## config.mk

```make
export PLATFORM = sky130hd
export DESIGN_NAME = uafc_top
export DESIGN_NICKNAME = d
export VERILOG_FILES = /design/src/core/uafc_pkg.sv /design/src/core/uafc_fifo.sv /design/src/core/uafc_top.sv
export VERILOG_INCLUDE_DIRS = /design/src /design/src/core
export SDC_FILE = /design/constraint.sdc
export NUM_CORES = 1
export LEC_CHECK = 0
export ABC_AREA = 1
export BUFFER_PORTS_ARGS = -buffer_cell sky130_fd_sc_hd__buf_2
export CAP_MARGIN = 15
export CORE_ASPECT_RATIO = 0.9
export CORE_MARGIN = 2
export CORE_UTILIZATION = 45
export CTS_BUF_LIST = sky130_fd_sc_hd__clkbuf_4 sky130_fd_sc_hd__clkbuf_8
export CTS_CLUSTER_DIAMETER = 100
export DETAILED_ROUTE_END_ITERATION = 10
export PLACE_DENSITY = 0.81
export SKIP_LAST_GASP = 1
export SLEW_MARGIN = 20
export SYNTH_ARGS = -nofsm -noshare
export SYNTH_HDL_FRONTEND = slang
export SYNTH_SLANG_ARGS = --single-unit
```

## constraint.sdc

```tcl
create_clock -name clk_i -period 1.9 [get_ports clk_i]
set_input_delay 0.19 -clock clk_i [delete_from_list [all_inputs] [get_ports clk_i]]
set_output_delay 0.19 -clock clk_i [all_outputs]
set_load 0.02 [all_outputs]
```

## src/core/uafc_defines.svh

```systemverilog
// constants for the automatic flow-control block of one serial channel
// assumes a 16x sampling clock and a receive fifo level supplied from outside
// Functional notes
// - auto rts runs only while enhanced function bit 6 is set.
// - rts# rises at next higher trigger level, falls at next lower level.
// - receiver keeps storing characters while rts# is high, until fifo full.
// - rts# rising in auto mode sets status bit 5 when enable bit 6 set.
// - receive data interrupt fires at the programmed trigger level regardless of rts#.
// - tables a-c use neighbouring entries as limits; table d uses programmed hysteresis.
// - auto cts runs only while enhanced function bit 7 is set.
// - cts# high stops transmitter after the current stop bit; low resumes it.
// - cts# rising in auto mode sets status bit 5 when enable bit 7 set.
// - received stop characters halt transmission after the current character.
// - stop match sets stop flag and interrupt when enable bit 5 set.
// - resume characters restart transmission and clear status bit 4.
// - reset clears all four flow-control character registers to zero.
// - double mode needs two consecutive received characters matching the pair.
// - consumed flow-control characters are not written into the receive fifo; the code writes them while enhanced function bit 5 is set.
// - stop characters sent two character times after fifo crosses trigger.
// - resume characters sent when fifo falls below the lower limit.
// - special detect: match second stop value, store character, set status bit 4.
// - comparisons use only the selected word length, bit 0 first received.
// - rs485 mode drives rts# high after the last stop bit.
// - rs485 mode drives rts# low before the first start bit.
`ifndef UAFC_DEFINES_SVH
`define UAFC_DEFINES_SVH
`define UAFC_ENH_SPECIAL   5
`define UAFC_ENH_ENABLE    4
`define UAFC_ENH_AUTO_RTS  6
`define UAFC_ENH_AUTO_CTS  7
`define UAFC_IEN_XOFF      5
`define UAFC_IEN_RTS       6
`define UAFC_IEN_CTS       7
`define UAFC_MODEM_RTS     1
`define UAFC_FEAT_RS485    3
`define UAFC_STAT_XOFF     4
`define UAFC_STAT_RTSCTS   5
`define UAFC_CHAR_RST      8'h00
`define UAFC_BIT_CLKS      16
`define UAFC_FIFO_DEPTH    4
`endif

```

## src/core/uafc_pkg.sv

```systemverilog
// types for the automatic flow-control block
// assumes nothing beyond the defines header
package uafc_pkg;
  typedef enum logic [1:0] {UAFC_SW_NONE, UAFC_SW_SINGLE, UAFC_SW_DOUBLE} uafc_swmode_t;
  typedef struct packed {
    logic [7:0] stop_first;
    logic [7:0] stop_second;
    logic [7:0] resume_first;
    logic [7:0] resume_second;
  } uafc_chars_t;
  typedef struct packed {
    logic [7:0] lower;
    logic [7:0] trigger;
    logic [7:0] upper;
  } uafc_levels_t;
endpackage : uafc_pkg

```

## src/core/uafc_fifo.sv

```systemverilog
// small receive-side fifo between the character filter and the receive fifo
// assumes one clock and active-low asynchronous reset
module uafc_fifo #(
  parameter int WIDTH = 8,
  parameter int DEPTH = 4
) (
  input  wire logic             clk_i,    // clock
  input  wire logic             rst_n_i,  // reset
  input  wire logic             s_valid_i,// write valid
  output logic                  s_ready_o,// not full
  input  wire logic [WIDTH-1:0] s_data_i, // write data
  output logic                  m_valid_o,// not empty
  input  wire logic             m_ready_i,// read ready
  output logic      [WIDTH-1:0] m_data_o  // read data
);
  localparam int AW = $clog2(DEPTH);
  logic [WIDTH-1:0] mem_ff [DEPTH];
  logic [AW-1:0]    wr_ff;
  logic [AW-1:0]    rd_ff;
  logic [AW:0]      cnt_ff;
  logic             push;
  logic             pop;
  assign s_ready_o = (cnt_ff != (AW+1)'(DEPTH));
  assign m_valid_o = (cnt_ff != '0);
  assign push      = s_valid_i && s_ready_o;
  assign pop       = m_valid_o && m_ready_i;
  assign m_data_o  = mem_ff[rd_ff];
  always_ff @(posedge clk_i) begin
    if (push) begin
      mem_ff[wr_ff] <= s_data_i;
    end
  end
  always_ff @(posedge clk_i or negedge rst_n_i) begin
    if (!rst_n_i) begin
      wr_ff  <= '0;
      rd_ff  <= '0;
      cnt_ff <= '0;
    end else begin
      if (push) begin
        wr_ff <= (wr_ff == AW'(DEPTH-1)) ? '0 : wr_ff + 1'b1;
      end
      if (pop) begin
        rd_ff <= (rd_ff == AW'(DEPTH-1)) ? '0 : rd_ff + 1'b1;
      end
      cnt_ff <= cnt_ff + (AW+1)'(push) - (AW+1)'(pop);
    end
  end
endmodule : uafc_fifo

```

## src/core/uafc_top.sv

```systemverilog
// auto rts/cts, auto xon/xoff, special character detect and rs485 direction
// assumes receiver and transmitter cores outside; fifo level and limits given as inputs
`include "uafc_defines.svh"
module uafc_top
  import uafc_pkg::*;
#(
  parameter int BIT_CLKS = `UAFC_BIT_CLKS
) (
  input  wire logic         clk_i,             // 16x sampling clock
  input  wire logic         rst_n_i,           // async reset
  input  wire logic [7:0]   enhanced_function_reg_i, // enhanced function bits
  input  wire logic [7:0]   interrupt_enable_reg_i,  // interrupt enables
  input  wire logic [7:0]   modem_control_reg_i,     // modem control bits
  input  wire logic [7:0]   feature_control_reg_i,   // feature control bits
  input  wire logic [1:0]   word_len_i,        // line control bits 0-1
  input  wire uafc_swmode_t rx_sw_mode_i,      // receive stop/resume matching
  input  wire uafc_swmode_t tx_sw_mode_i,      // automatic stop/resume sending
  input  wire logic         chars_we_i,        // write character registers
  input  wire uafc_chars_t  chars_i,           // new character values
  output uafc_chars_t       chars_o,           // character registers
  input  wire uafc_levels_t levels_i,          // lower, trigger, upper limits
  input  wire logic [7:0]   rx_level_i,        // receive fifo fill level
  input  wire logic         rx_fifo_full_i,    // receive fifo full
  input  wire logic         rx_valid_i,        // received character strobe
  input  wire logic [7:0]   rx_char_i,         // received character
  output logic              rx_ready_o,        // filter can take a character
  output logic              rxf_valid_o,       // character for receive fifo
  input  wire logic         rxf_ready_i,       // receive fifo accepts
  output logic [7:0]        rxf_data_o,        // character for receive fifo
  output logic              rx_data_irq_o,     // receive data interrupt
  input  wire logic         cts_n_i,           // clear to send, low active
  output logic              rts_n_o,           // request to send, low active
  input  wire logic         tx_data_avail_i,   // transmit fifo not empty
  input  wire logic         tx_idle_i,         // shift register empty, after stop bit
  output logic              tx_go_o,           // may load next data character
  output logic              tx_flow_valid_o,   // flow character to send
  output logic [7:0]        tx_flow_char_o,    // flow character value
  input  wire logic         tx_flow_ack_i,     // flow character loaded
  output logic              stop_flag_o,       // transmit halted by stop chars
  output logic [7:0]        interrupt_status_reg_o, // status bits 4 and 5
  output logic              irq_o              // interrupt output
);
  localparam int CHAR_CLKS = 10 * BIT_CLKS;
  localparam int WAIT_CLKS = 2 * CHAR_CLKS;

  uafc_chars_t chars_ff;
  logic        rts_hw_ff;
  logic        rts485_ff;
  logic        cts_ff;
  logic        xoff_ff;
  logic        first_hit_ff;
  logic        first_resume_ff;
  logic        special_ff;
  logic        rtscts_ff;
  logic        remote_off_ff;
  logic        send_off_ff;
  logic        send_on_ff;
  logic        tx_second_ff;
  logic [15:0] wait_ff;
  logic [7:0]  mask;
  logic        auto_rts;
  logic        auto_cts;
  logic        enh;
  logic        take;
  logic        m_stop1;
  logic        m_stop2;
  logic        m_res1;
  logic        m_res2;
  logic        consume;
  logic        stop_hit;
  logic        resume_hit;
  logic        f_valid;
  logic        f_ready;

  assign auto_rts = enhanced_function_reg_i[`UAFC_ENH_AUTO_RTS];
  assign auto_cts = enhanced_function_reg_i[`UAFC_ENH_AUTO_CTS];
  assign enh      = enhanced_function_reg_i[`UAFC_ENH_ENABLE];
  assign chars_o  = chars_ff;

  always_ff @(posedge clk_i or negedge rst_n_i) begin
    if (!rst_n_i) begin
      chars_ff <= {4{`UAFC_CHAR_RST}};
    end else if (chars_we_i) begin
      chars_ff <= chars_i;
    end
  end

  // word-length mask, bit 0 is the first received bit
  always_comb begin
    unique case (word_len_i)
      2'd0: mask = 8'h1f;
      2'd1: mask = 8'h3f;
      2'd2: mask = 8'h7f;
      2'd3: mask = 8'hff;
    endcase
  end

  // receive character matching
  assign take    = rx_valid_i && rx_ready_o;
  assign m_stop1 = ((rx_char_i ^ chars_ff.stop_first) & mask) == 8'h00;
  assign m_stop2 = ((rx_char_i ^ chars_ff.stop_second) & mask) == 8'h00;
  assign m_res1  = ((rx_char_i ^ chars_ff.resume_first) & mask) == 8'h00;
  assign m_res2  = ((rx_char_i ^ chars_ff.resume_second) & mask) == 8'h00;

  always_comb begin
    stop_hit   = 1'b0;
    resume_hit = 1'b0;
    consume    = 1'b0;
    unique case (rx_sw_mode_i)
      UAFC_SW_SINGLE: begin
        stop_hit   = m_stop1;
        resume_hit = m_res1 && xoff_ff;
        consume    = m_stop1 || m_res1;
      end
      UAFC_SW_DOUBLE: begin
        stop_hit   = first_hit_ff && m_stop2;
        resume_hit = first_resume_ff && m_res2 && xoff_ff;
        consume    = m_stop1 || m_res1 || (first_hit_ff && m_stop2) || (first_resume_ff && m_res2);
      end
      default: begin
      end
    endcase
  end

  always_ff @(posedge clk_i or negedge rst_n_i) begin
    if (!rst_n_i) begin
      first_hit_ff    <= 1'b0;
      first_resume_ff <= 1'b0;
    end else if (take) begin
      first_hit_ff    <= m_stop1 && !first_hit_ff;
      first_resume_ff <= m_res1 && !first_resume_ff;
    end
  end

  // stop flag: halt after current character, resume on match
  always_ff @(posedge clk_i or negedge rst_n_i) begin
    if (!rst_n_i) begin
      xoff_ff <= 1'b0;
    end else if (take && stop_hit) begin
      xoff_ff <= 1'b1;
    end else if (take && resume_hit) begin
      xoff_ff <= 1'b0;
    end
  end
  assign stop_flag_o = xoff_ff;

  // special character: stored and flagged
  always_ff @(posedge clk_i or negedge rst_n_i) begin
    if (!rst_n_i) begin
      special_ff <= 1'b0;
    end else if (take && enhanced_function_reg_i[`UAFC_ENH_SPECIAL] && m_stop2) begin
      special_ff <= 1'b1;
    end else if (take && resume_hit) begin
      special_ff <= 1'b0;
    end
  end

  // flow characters are dropped unless enhanced function bit 5 is set, others pass to the buffer
  assign f_valid = rx_valid_i && !(consume && !enhanced_function_reg_i[`UAFC_ENH_SPECIAL]);
  assign rx_ready_o = f_ready || (consume && !enhanced_function_reg_i[`UAFC_ENH_SPECIAL]);

  uafc_fifo #(
    .WIDTH (8),
    .DEPTH (`UAFC_FIFO_DEPTH)
  ) u_fifo (
    .clk_i     (clk_i),
    .rst_n_i   (rst_n_i),
    .s_valid_i (f_valid),
    .s_ready_o (f_ready),
    .s_data_i  (rx_char_i),
    .m_valid_o (rxf_valid_o),
    .m_ready_i (rxf_ready_i && !rx_fifo_full_i),
    .m_data_o  (rxf_data_o)
  );

  assign rx_data_irq_o = (rx_level_i >= levels_i.trigger);

  // hardware rts with hysteresis limits
  always_ff @(posedge clk_i or negedge rst_n_i) begin
    if (!rst_n_i) begin
      rts_hw_ff <= 1'b0;
    end else if (!auto_rts) begin
      rts_hw_ff <= 1'b0;
    end else if (rx_level_i >= levels_i.upper) begin
      rts_hw_ff <= 1'b1;
    end else if (rx_level_i <= levels_i.lower) begin
      rts_hw_ff <= 1'b0;
    end
  end

  // rs485 direction: high after last stop bit, low before first start bit
  always_ff @(posedge clk_i or negedge rst_n_i) begin
    if (!rst_n_i) begin
      rts485_ff <= 1'b1;
    end else if (tx_data_avail_i || tx_flow_valid_o) begin
      rts485_ff <= 1'b0;
    end else if (tx_idle_i) begin
      rts485_ff <= 1'b1;
    end
  end

  always_comb begin
    if (feature_control_reg_i[`UAFC_FEAT_RS485]) begin
      rts_n_o = rts485_ff;
    end else begin
      rts_n_o = !modem_control_reg_i[`UAFC_MODEM_RTS] || (auto_rts && rts_hw_ff);
    end
  end

  // cts edge and status bit 5
  always_ff @(posedge clk_i or negedge rst_n_i) begin
    if (!rst_n_i) begin
      cts_ff <= 1'b1;  // idle level of the pin, no false edge
    end else begin
      cts_ff <= cts_n_i;
    end
  end

  always_ff @(posedge clk_i or negedge rst_n_i) begin
    if (!rst_n_i) begin
      rtscts_ff <= 1'b0;
    end else if (auto_rts && enh && interrupt_enable_reg_i[`UAFC_IEN_RTS] &&
                 rts_hw_ff && modem_control_reg_i[`UAFC_MODEM_RTS]) begin
      rtscts_ff <= 1'b1;
    end else if (auto_cts && enh && interrupt_enable_reg_i[`UAFC_IEN_CTS] && cts_n_i && !cts_ff) begin
      rtscts_ff <= 1'b1;
    end else if (!cts_n_i && !rts_hw_ff) begin
      rtscts_ff <= 1'b0;
    end
  end

  // automatic stop/resume sending
  always_ff @(posedge clk_i or negedge rst_n_i) begin
    if (!rst_n_i) begin
      remote_off_ff <= 1'b0;
      send_off_ff   <= 1'b0;
      send_on_ff    <= 1'b0;
      wait_ff       <= '0;
    end else if (tx_sw_mode_i == UAFC_SW_NONE) begin
      remote_off_ff <= 1'b0;
      send_off_ff   <= 1'b0;
      send_on_ff    <= 1'b0;
      wait_ff       <= '0;
    end else begin
      // clear first so a new request in the same cycle wins
      if (tx_flow_ack_i && tx_flow_valid_o && (tx_sw_mode_i != UAFC_SW_DOUBLE || tx_second_ff)) begin
        send_off_ff <= 1'b0;
        send_on_ff  <= 1'b0;
      end
      if (!remote_off_ff && rx_level_i >= levels_i.trigger && !send_off_ff) begin
        if (wait_ff == 16'(WAIT_CLKS - 1)) begin
          send_off_ff   <= 1'b1;
          remote_off_ff <= 1'b1;
          wait_ff       <= '0;
        end else begin
          wait_ff <= wait_ff + 16'd1;
        end
      end else begin
        wait_ff <= '0;
      end
      if (remote_off_ff && !send_off_ff && rx_level_i < levels_i.lower) begin
        send_on_ff    <= 1'b1;
        remote_off_ff <= 1'b0;
      end
    end
  end

  always_ff @(posedge clk_i or negedge rst_n_i) begin
    if (!rst_n_i) begin
      tx_second_ff <= 1'b0;
    end else if (tx_flow_ack_i && tx_flow_valid_o) begin
      tx_second_ff <= (tx_sw_mode_i == UAFC_SW_DOUBLE) && !tx_second_ff;
    end
  end

  // flow characters wait for the shift register to be idle
  assign tx_flow_valid_o = (send_off_ff || send_on_ff) && tx_idle_i;
  always_comb begin
    if (send_off_ff) begin
      tx_flow_char_o = tx_second_ff ? chars_ff.stop_second : chars_ff.stop_first;
    end else begin
      tx_flow_char_o = tx_second_ff ? chars_ff.resume_second : chars_ff.resume_first;
    end
  end

  // data loads only at character boundary when not halted
  assign tx_go_o = tx_idle_i && !xoff_ff && !(auto_cts && cts_n_i) &&
                   !send_off_ff && !send_on_ff;

  always_comb begin
    interrupt_status_reg_o = 8'h00;
    interrupt_status_reg_o[`UAFC_STAT_XOFF]   = (xoff_ff && interrupt_enable_reg_i[`UAFC_IEN_XOFF]) || special_ff;
    interrupt_status_reg_o[`UAFC_STAT_RTSCTS] = rtscts_ff;
  end
  assign irq_o = |interrupt_status_reg_o || rx_data_irq_o;

  property p_chars_reset;
    @(posedge clk_i) $rose(rst_n_i) |-> chars_ff == '0;
  endproperty
  a_chars_reset: assert property (p_chars_reset)
    else $error("character registers not cleared");

  property p_chars_write;
    @(posedge clk_i) disable iff (!rst_n_i)
    chars_we_i |=> chars_ff == $past(chars_i);
  endproperty
  a_chars_write: assert property (p_chars_write)
    else $error("character write lost");

  property p_no_tx_cts;
    @(posedge clk_i) disable iff (!rst_n_i)
    (auto_cts && cts_n_i) |-> !tx_go_o;
  endproperty
  a_no_tx_cts: assert property (p_no_tx_cts)
    else $error("transmit allowed while cts high");

  property p_stop_halt;
    @(posedge clk_i) disable iff (!rst_n_i)
    (take && stop_hit) |=> xoff_ff && !tx_go_o;
  endproperty
  a_stop_halt: assert property (p_stop_halt)
    else $error("stop match did not halt");

  property p_resume;
    @(posedge clk_i) disable iff (!rst_n_i)
    (take && resume_hit && !stop_hit) |=> !xoff_ff;
  endproperty
  a_resume: assert property (p_resume)
    else $error("resume match did not restart");

  property p_drop;
    @(posedge clk_i) disable iff (!rst_n_i)
    (rx_valid_i && consume && !enhanced_function_reg_i[`UAFC_ENH_SPECIAL]) |-> !f_valid;
  endproperty
  a_drop: assert property (p_drop)
    else $error("flow character stored");

  property p_rts_up;
    @(posedge clk_i) disable iff (!rst_n_i)
    (auto_rts && rx_level_i >= levels_i.upper) |=> rts_hw_ff;
  endproperty
  a_rts_up: assert property (p_rts_up)
    else $error("rts not raised at upper limit");

  property p_rts_down;
    @(posedge clk_i) disable iff (!rst_n_i)
    (auto_rts && rx_level_i <= levels_i.lower && rx_level_i < levels_i.upper) |=> !rts_hw_ff;
  endproperty
  a_rts_down: assert property (p_rts_down)
    else $error("rts not lowered at lower limit");

  property p_cts_irq;
    @(posedge clk_i) disable iff (!rst_n_i)
    (auto_cts && enh && interrupt_enable_reg_i[`UAFC_IEN_CTS] && $rose(cts_n_i))
      |=> interrupt_status_reg_o[`UAFC_STAT_RTSCTS];
  endproperty
  a_cts_irq: assert property (p_cts_irq)
    else $error("cts rise not flagged");

  property p_special;
    @(posedge clk_i) disable iff (!rst_n_i)
    (take && enhanced_function_reg_i[`UAFC_ENH_SPECIAL] && m_stop2)
      |=> interrupt_status_reg_o[`UAFC_STAT_XOFF];
  endproperty
  a_special: assert property (p_special)
    else $error("special character not flagged");

  property p_flow_idle;
    @(posedge clk_i) disable iff (!rst_n_i)
    tx_flow_valid_o |-> tx_idle_i;
  endproperty
  a_flow_idle: assert property (p_flow_idle)
    else $error("flow character mid-character");

  property p_485_low;
    @(posedge clk_i) disable iff (!rst_n_i)
    (feature_control_reg_i[`UAFC_FEAT_RS485] && tx_data_avail_i) |=> !rts_n_o;
  endproperty
  a_485_low: assert property (p_485_low)
    else $error("rs485 rts not low before send");
endmodule : uafc_top

```

==> run metrics, run 1 <==
Syn. warnings=0; Worst R2R Setup Slack=-0.26 ns; post-detailed-route DRC marker count=0; PwrDens=approximately 920 nW/µm²; Worst path slowest cell=dfrtp_1; vias per std cell=5.00; area of the multi-input gates=approximately 2800 µm²; DRT Wirelength=15.8 mm; share of power burned in registers=about 38%; Cell Area, Placed=just over 7000 µm²; Die H=112 µm; final hold vios=0; average routed wire per standard cell=14.5 µm; combinational power share=43.2%; Congestion Overflow GR=0; Pleak=3.91 nW; Finished Layout Cells=about 1100; Synth Instances=between 600 and 700; Area contributors post-synth=dfrtp_1 (28%), edfxtp_1 (17%), nand2_1 (8.3%), ha_1 (7.3%), inv_1 (6.1%); Period minus WS final=2.16 ns; Peak VDD IR=0.419 mV; Clk Tree Root Cell=clkbuf_8; core box area=around 13000 µm²; design area=7910 µm²; Setup Skew=0.00951 ns; cell mode on critical path=nand2_1; clk sinks=99; drt pass-1 iters=5; largest net degree at the start of global routing=31; Ports=184; Cell Chain, Critical Path=inv_1 > nand2_1 > nand3_2 > nand2_2 > nor2_2 > nand2_1 > nand2_1 > nand2_1 > nand2_2 > nand2_4 > nand3_4 > inv_4 > ha_4 > inv_2 > fa_2 > xnor2_2 > xor2_1; starting density of the core=~46%; register area=2640 µm²; maximum fanout along the worst path=3; sequential share of the synthesized area=45.4%; Clk pin slew, worst setup/hold paths=0.10 ns; CP Launch Type=flip-flop; Synth area leader=dfrtp_1; reg2reg path depth=17; Reg-to-Reg End=u_fifo.cnt_ff[2]; Int Pwr=0.00449 W; fill count=between 1000 and 1500; Antenna Nets Post-Route=0; Num CTS Buffers=9; die area=roughly 14000 µm²; fin nets=1076; GR peak layer=met2; GRT Overall Usage=22.6%; first-pass GRT wire length=roughly 24 mm; #FFs+latches synth=99; Data required, critical path=2.17 ns; hold endpoint=chars_o[7]; switching power=0.00277 W; Final setup viols=35; Bufs on Longest Clock Path=2; PnR worst setup slack=-0.259 ns; placed cells=1047; unique cell type count in the Yosys netlist=47; row cnt=39; layout cells sized above 1=40.0%; fin crit share=114%; Hold Crit Depth=3; unrepaired setup endpoints after global routing=yes; ANT cells=0; met3 Use GR=a little over 5%; status=finished, violations left; Synth Flop Type=dfrtp_1; CP peak stage delay=between 0.3 and 0.4 ns; worst slew pin tran=0.575 ns; Hold Path Class=in -> reg; top cells by count, synth=nand2_1 (128), inv_1 (94), dfrtp_1 (65); Syn Area/Cell=8.66 µm²; WP data arrival=2.42 ns; Post-synth EDFFs=32; WHS=0.0193 ns; vias in the first global route=5153; area grow syn2layout=36.0%; Worst-Skew Late Latency=roughly 0.38 ns; vias post-DR=5448; Buffers on Ports=154; top-area cell type share of the netlist area=approximately 28%; initial antenna violation count=0; routing usage on met2=38.1%; switching share of total power=a little under two fifths; Clock Power Share=around 19%; DP HPWL=12.1 mm; count leader, synth=nand2_1; asr flop ratio synth=approximately two thirds; Routability Congestion=0.895; Max Cap Violations=0; HP Start=chars_i[7]; Worst Path Class, Setup=reg -> reg; violated checks=setup timing; Critical Path End Type=flip-flop; Worst R2R Start=chars_o[15]; Rel. slew slack=about three fifths; maximum achievable frequency=roughly 460 MHz; Die Wd=124 µm; TritonCTS clock tree=yes; Place WS=-0.280 ns; Max Slew Vio Count=0; Mapped Area=5820 µm²; initial detailed-routing violation count=roughly 260; global routing usage on met1=28.8%; H-tree depth=3
## power groups by stage
stage	combinational [W]	sequential [W]	clock (W)
final	0.00313	0.00272	0.00140
after global routing	0.00341	0.00275	0.00151
after CTS	0.00287	0.00271	0.00144
after detailed placement	0.00271	0.00274	0
after global placement	0.00264	0.00273	0
after floorplan	0.00153	0.00280	0
## registers in the layout (all words and copies together), names as in the netlist, 2 cells and up
signal / count
u_fifo.rd_ff: 2
u_fifo.wr_ff: 2
u_fifo.cnt_ff: 3
wait_ff: 16
chars_o: 32
u_fifo.mem_ff: 32
## worst max path at each step
stage / start / endpoint / cells after the start / slack, ns
finish: chars_o[15] / u_fifo.cnt_ff[2] / 17 / -0.26
global route: chars_o[15] / u_fifo.cnt_ff[2] / 17 / -0.37
CTS: chars_o[3] / u_fifo.cnt_ff[2] / 16 / -0.24
detailed placement: rx_char_i[6] / u_fifo.mem_ff[1][6] / 13 / -0.28
global placement: rx_char_i[6] / u_fifo.mem_ff[1][6] / 13 / -0.27
floorplan: chars_o[3] / u_fifo.cnt_ff[2] / 16 / -0.22
## per-layer routing
layer,wire (µm),share of wire (%),vias up
met5,0,0,-
met4,356,2.3,0
met3,1060,6.7,33
met2,7840,50,197
met1,6530,41,2534
li1,-,-,2684
## critical path: cells and delay by family, from the launching register on
family / cells / cell delay (ns)
DFF: 1 / 0.38
and+or+nand+nor: 10 / 0.73
xor gates and xnor gates: 2 / 0.28
buffers and inverters: 3 / 0.18
adders and majority gates: 2 / 0.46
## kinds of logic (layout without fill, tap and decap cells)
| logic type | after synthesis | in the layout | synth area share [%] |
|---|---|---|---|
| simple gates | 259 | 259 | 20.7 |
| buf+inv | 125 | 374 | 8.91 |
| compound gates | 113 | 113 | 10.3 |
| flops | 99 | 99 | 45.4 |
| fa+ha+maj | 35 | 35 | 7.66 |
| xor+xnor | 27 | 27 | 4.45 |
| mux | 13 | 13 | 2.52 |
| other cells | 1 | 6 | 0.0645 |
## per-stage QoR
| step | power, W | utilization, % | setup TNS, ns |
|---|---|---|---|
| finish | 0.00725 | 62.6 | -1.90 |
| global route | 0.00766 | 62.6 | -6.75 |
| CTS | 0.00701 | 60.5 | -5.63 |
| detailed placement | 0.00545 | 57.5 | -8.42 |
| global placement | 0.00537 | 57.5 | -7.36 |
| floorplan | 0.00433 | - | -1.29 |
## placed cells by master (no fill, tap or decap), drive strengths merged, types with 12 or more instances in the layout
cell and count:
buf 253, nand3 28, nor2 64, mux2 13, ha 34, o21ai 53, dfrtp 65, inv 99
nand2 133, xnor2 20, nor3 12, a21oi 44, nand4 12, edfxtp 32
## area by class of cell
type                            instances  share of cell area [%]
Timing Repair inverter                  1                  0.0633
Tap cell                              164                    2.59
Clock inverter                          6                   0.917
Sequential cell                        99                    33.4
Clock buffer                           10                    1.74
Inverter                              101                    4.97
Timing Repair Buffer                  256                    20.4
Multi-Input combinational cell        453                    35.9
## repair_timing
action | CTS | global route
endpoints found under the hold margin | 19 | 0
pin swaps | 2 | 10
gates cloned | 0 | 2
hold buffers | 3 | 0
gates resized for setup | 16 | 63
setup endpoints to repair | 44 | 67
buffers inserted | 12 | 11
Power figures use the tool's default switching activity.
==> run 2: changes to the inputs <==
--- a/config.mk
+++ b/config.mk
@@ -15,9 +15,11 @@
 export CTS_BUF_LIST = sky130_fd_sc_hd__clkbuf_4 sky130_fd_sc_hd__clkbuf_8
 export CTS_CLUSTER_DIAMETER = 100
 export DETAILED_ROUTE_END_ITERATION = 10
+export GPL_TIMING_DRIVEN = 0
 export PLACE_DENSITY = 0.81
 export SKIP_LAST_GASP = 1
 export SLEW_MARGIN = 20
 export SYNTH_ARGS = -nofsm -noshare
 export SYNTH_HDL_FRONTEND = slang
 export SYNTH_SLANG_ARGS = --single-unit
+export TNS_END_PERCENT = 20
==> constraint.sdc (replaced) <==
create_clock -name clk_i -period 1.9 [get_ports clk_i]
set_input_delay 0.475 -clock clk_i [delete_from_list [all_inputs] [get_ports clk_i]]
set_output_delay 0.475 -clock clk_i [all_outputs]
set_load 0.02 [all_outputs]
==> run metrics, run 2 (synthesis results as in run 1) <==
Hold Crit Depth=2; sum of negative setup slack=-8.35 ns; largest net degree at the start of global routing=between 50 and 60; Data required, critical path=between 1 and 1.5 ns; CP Launch Point=rx_level_i[0]; initial detailed-routing violation count=384; Rel. slew slack=50.3%; GRT Overall Usage=24.9%; Worst R2R Setup Slack=-0.32 ns; violated checks=setup timing; TritonCTS clock tree=yes; Setup Skew=roughly 0.010 ns; status=finished, violations left; Buffers on Ports=between 150 and 200; fin crit share=120%; Clk pin slew, worst setup/hold paths=about 0.080 ns; maximum fanout along the worst path=2; reg2reg path depth=16; Clock Power Share=19.1%; combinational power share=between 40% and 50%; unrepaired setup endpoints after global routing=yes; Pleak=roughly 3.8 nW; maximum achievable frequency=440 MHz; DP HPWL=11.6 mm; vias per std cell=5.14; clk sinks=99; DRT Wirelength=17.0 mm; Die H=112 µm; Peak VDD IR=between 0.4 and 0.5 mV; CP Launch Type=primary input; Worst-Skew Late Latency=0.37 ns; worst slew pin tran=0.743 ns; average routed wire per standard cell=16.1 µm; final hold vios=0; Routability Congestion=0.894; Final setup viols=54; H-tree depth=3; ANT cells=0; post-detailed-route DRC marker count=0; initial antenna violation count=1; die area=~14000 µm²; Num CTS Buffers=9; Reg-to-Reg End=u_fifo.cnt_ff[2]; Period minus WS final=~2.3 ns; vias in the first global route=about 5300; Final Util=a little under two thirds; Clk Tree Root Cell=clkbuf_8; most frequent cells in the layout=buf_2 (136), nand2_1 (122), inv_1 (71); Max Slew Vio Count=0; share of power burned in registers=between 30 and 40%; most common cell after layout, fill and taps aside=buf_2; WHS=0.238 ns; first-pass GRT wire length=26.1 mm; Place WS=-0.676 ns; Int Pwr=0.00479 W; Bufs on Longest Clock Path=2; Congestion Overflow GR=0; core box area=12600 µm²; Worst Path Class, Setup=in -> out; layout cells sized above 1=roughly 41%; switching share of total power=37.5%; hold endpoint=rts485_ff; Antenna Nets Post-Route=0; WP data arrival=1.80 ns; HP Start=tx_data_avail_i; Ports=184; row cnt=39; Hold Path Class=in -> reg; area grow syn2layout=37.8%; fin nets=1040; Die Wd=about 120 µm; Max Cap Violations=0; drt pass-1 iters=4; Worst R2R Start=chars_o[3]; Critical Path End Type=output port; vias post-DR=about 5400; PnR worst setup slack=-0.371 ns; fill count=1042; switching power=0.00288 W; PwrDens=957 nW/µm²; starting density of the core=46.0%
-- run 2: layout make-up --
cell class / instances / area (µm²) / share of cell area (%)
buffer: 23 / 250 / 3.12
clock buffer: 10 / 131 / 1.64
clock inverter: 6 / 81.3 / 1.01
inverter: 101 / 397 / 4.95
multi-input combinational: 453 / 3030 / 37.8
sequential: 99 / 2650 / 33.1
tap: 164 / 205 / 2.56
timing repair buffer: 198 / 1270 / 15.9
-- run 2: power groups by stage --
stage | Sequential [W] | Clock, W | Combinational [W]
floorplan | 0.00280 | 0 | 0.00157
global placement | 0.00277 | 0 | 0.00240
detailed placement | 0.00278 | 0 | 0.00247
CTS | 0.00278 | 0.00150 | 0.00328
global route | 0.00283 | 0.00158 | 0.00369
finish | 0.00280 | 0.00146 | 0.00341
-- run 2: worst max-delay path by stage --
stage                                   to  slack, ns  cells past startpoint
after global routing            rx_ready_o      -0.46                     12
after CTS                            irq_o      -0.37                      8
after floorplan           u_fifo.cnt_ff[2]      -0.30                     16
final                                irq_o      -0.37                     10
after global placement    u_fifo.cnt_ff[2]      -0.63                     18
after detailed placement  u_fifo.cnt_ff[2]      -0.68                     18
-- run 2: repair_timing --
item                       4_1_cts  5_1_grt
cloned                           5        0
setup endpoints to repair       53       64
hold endpoints to repair        17        0
setup buffers                   29        9
pin swaps                       27       14
hold buffers                     1        0
gates resized for setup        129       27
-- run 2: metrics by stage --
step	std cells	total power, W	instance area, µm²
2_1_floorplan	677	0.00437	5900
4_1_cts	1045	0.00756	7880
6_report	1054	0.00767	8010
5_1_grt	1054	0.00810	8010
3_3_place_gp	994	0.00517	6870
3_5_place_dp	995	0.00525	6900
-- run 2: critical path, stage by stage --
cell       delay [ns]
buf_6            0.10
inv_4            0.07
ha_4             0.13
inv_2            0.04
a21oi_4          0.15
o21ai_1          0.10
nand2_1          0.11
o2111ai_4        0.13
or3_4            0.35
buf_6            0.14
-- run 2: layer usage --
layer	track usage (%)	share of wire, %
met1	29.4	38
met2	42.5	50
met3	6.10	7.9
met4	10.8	3.5
met5	0	0.076
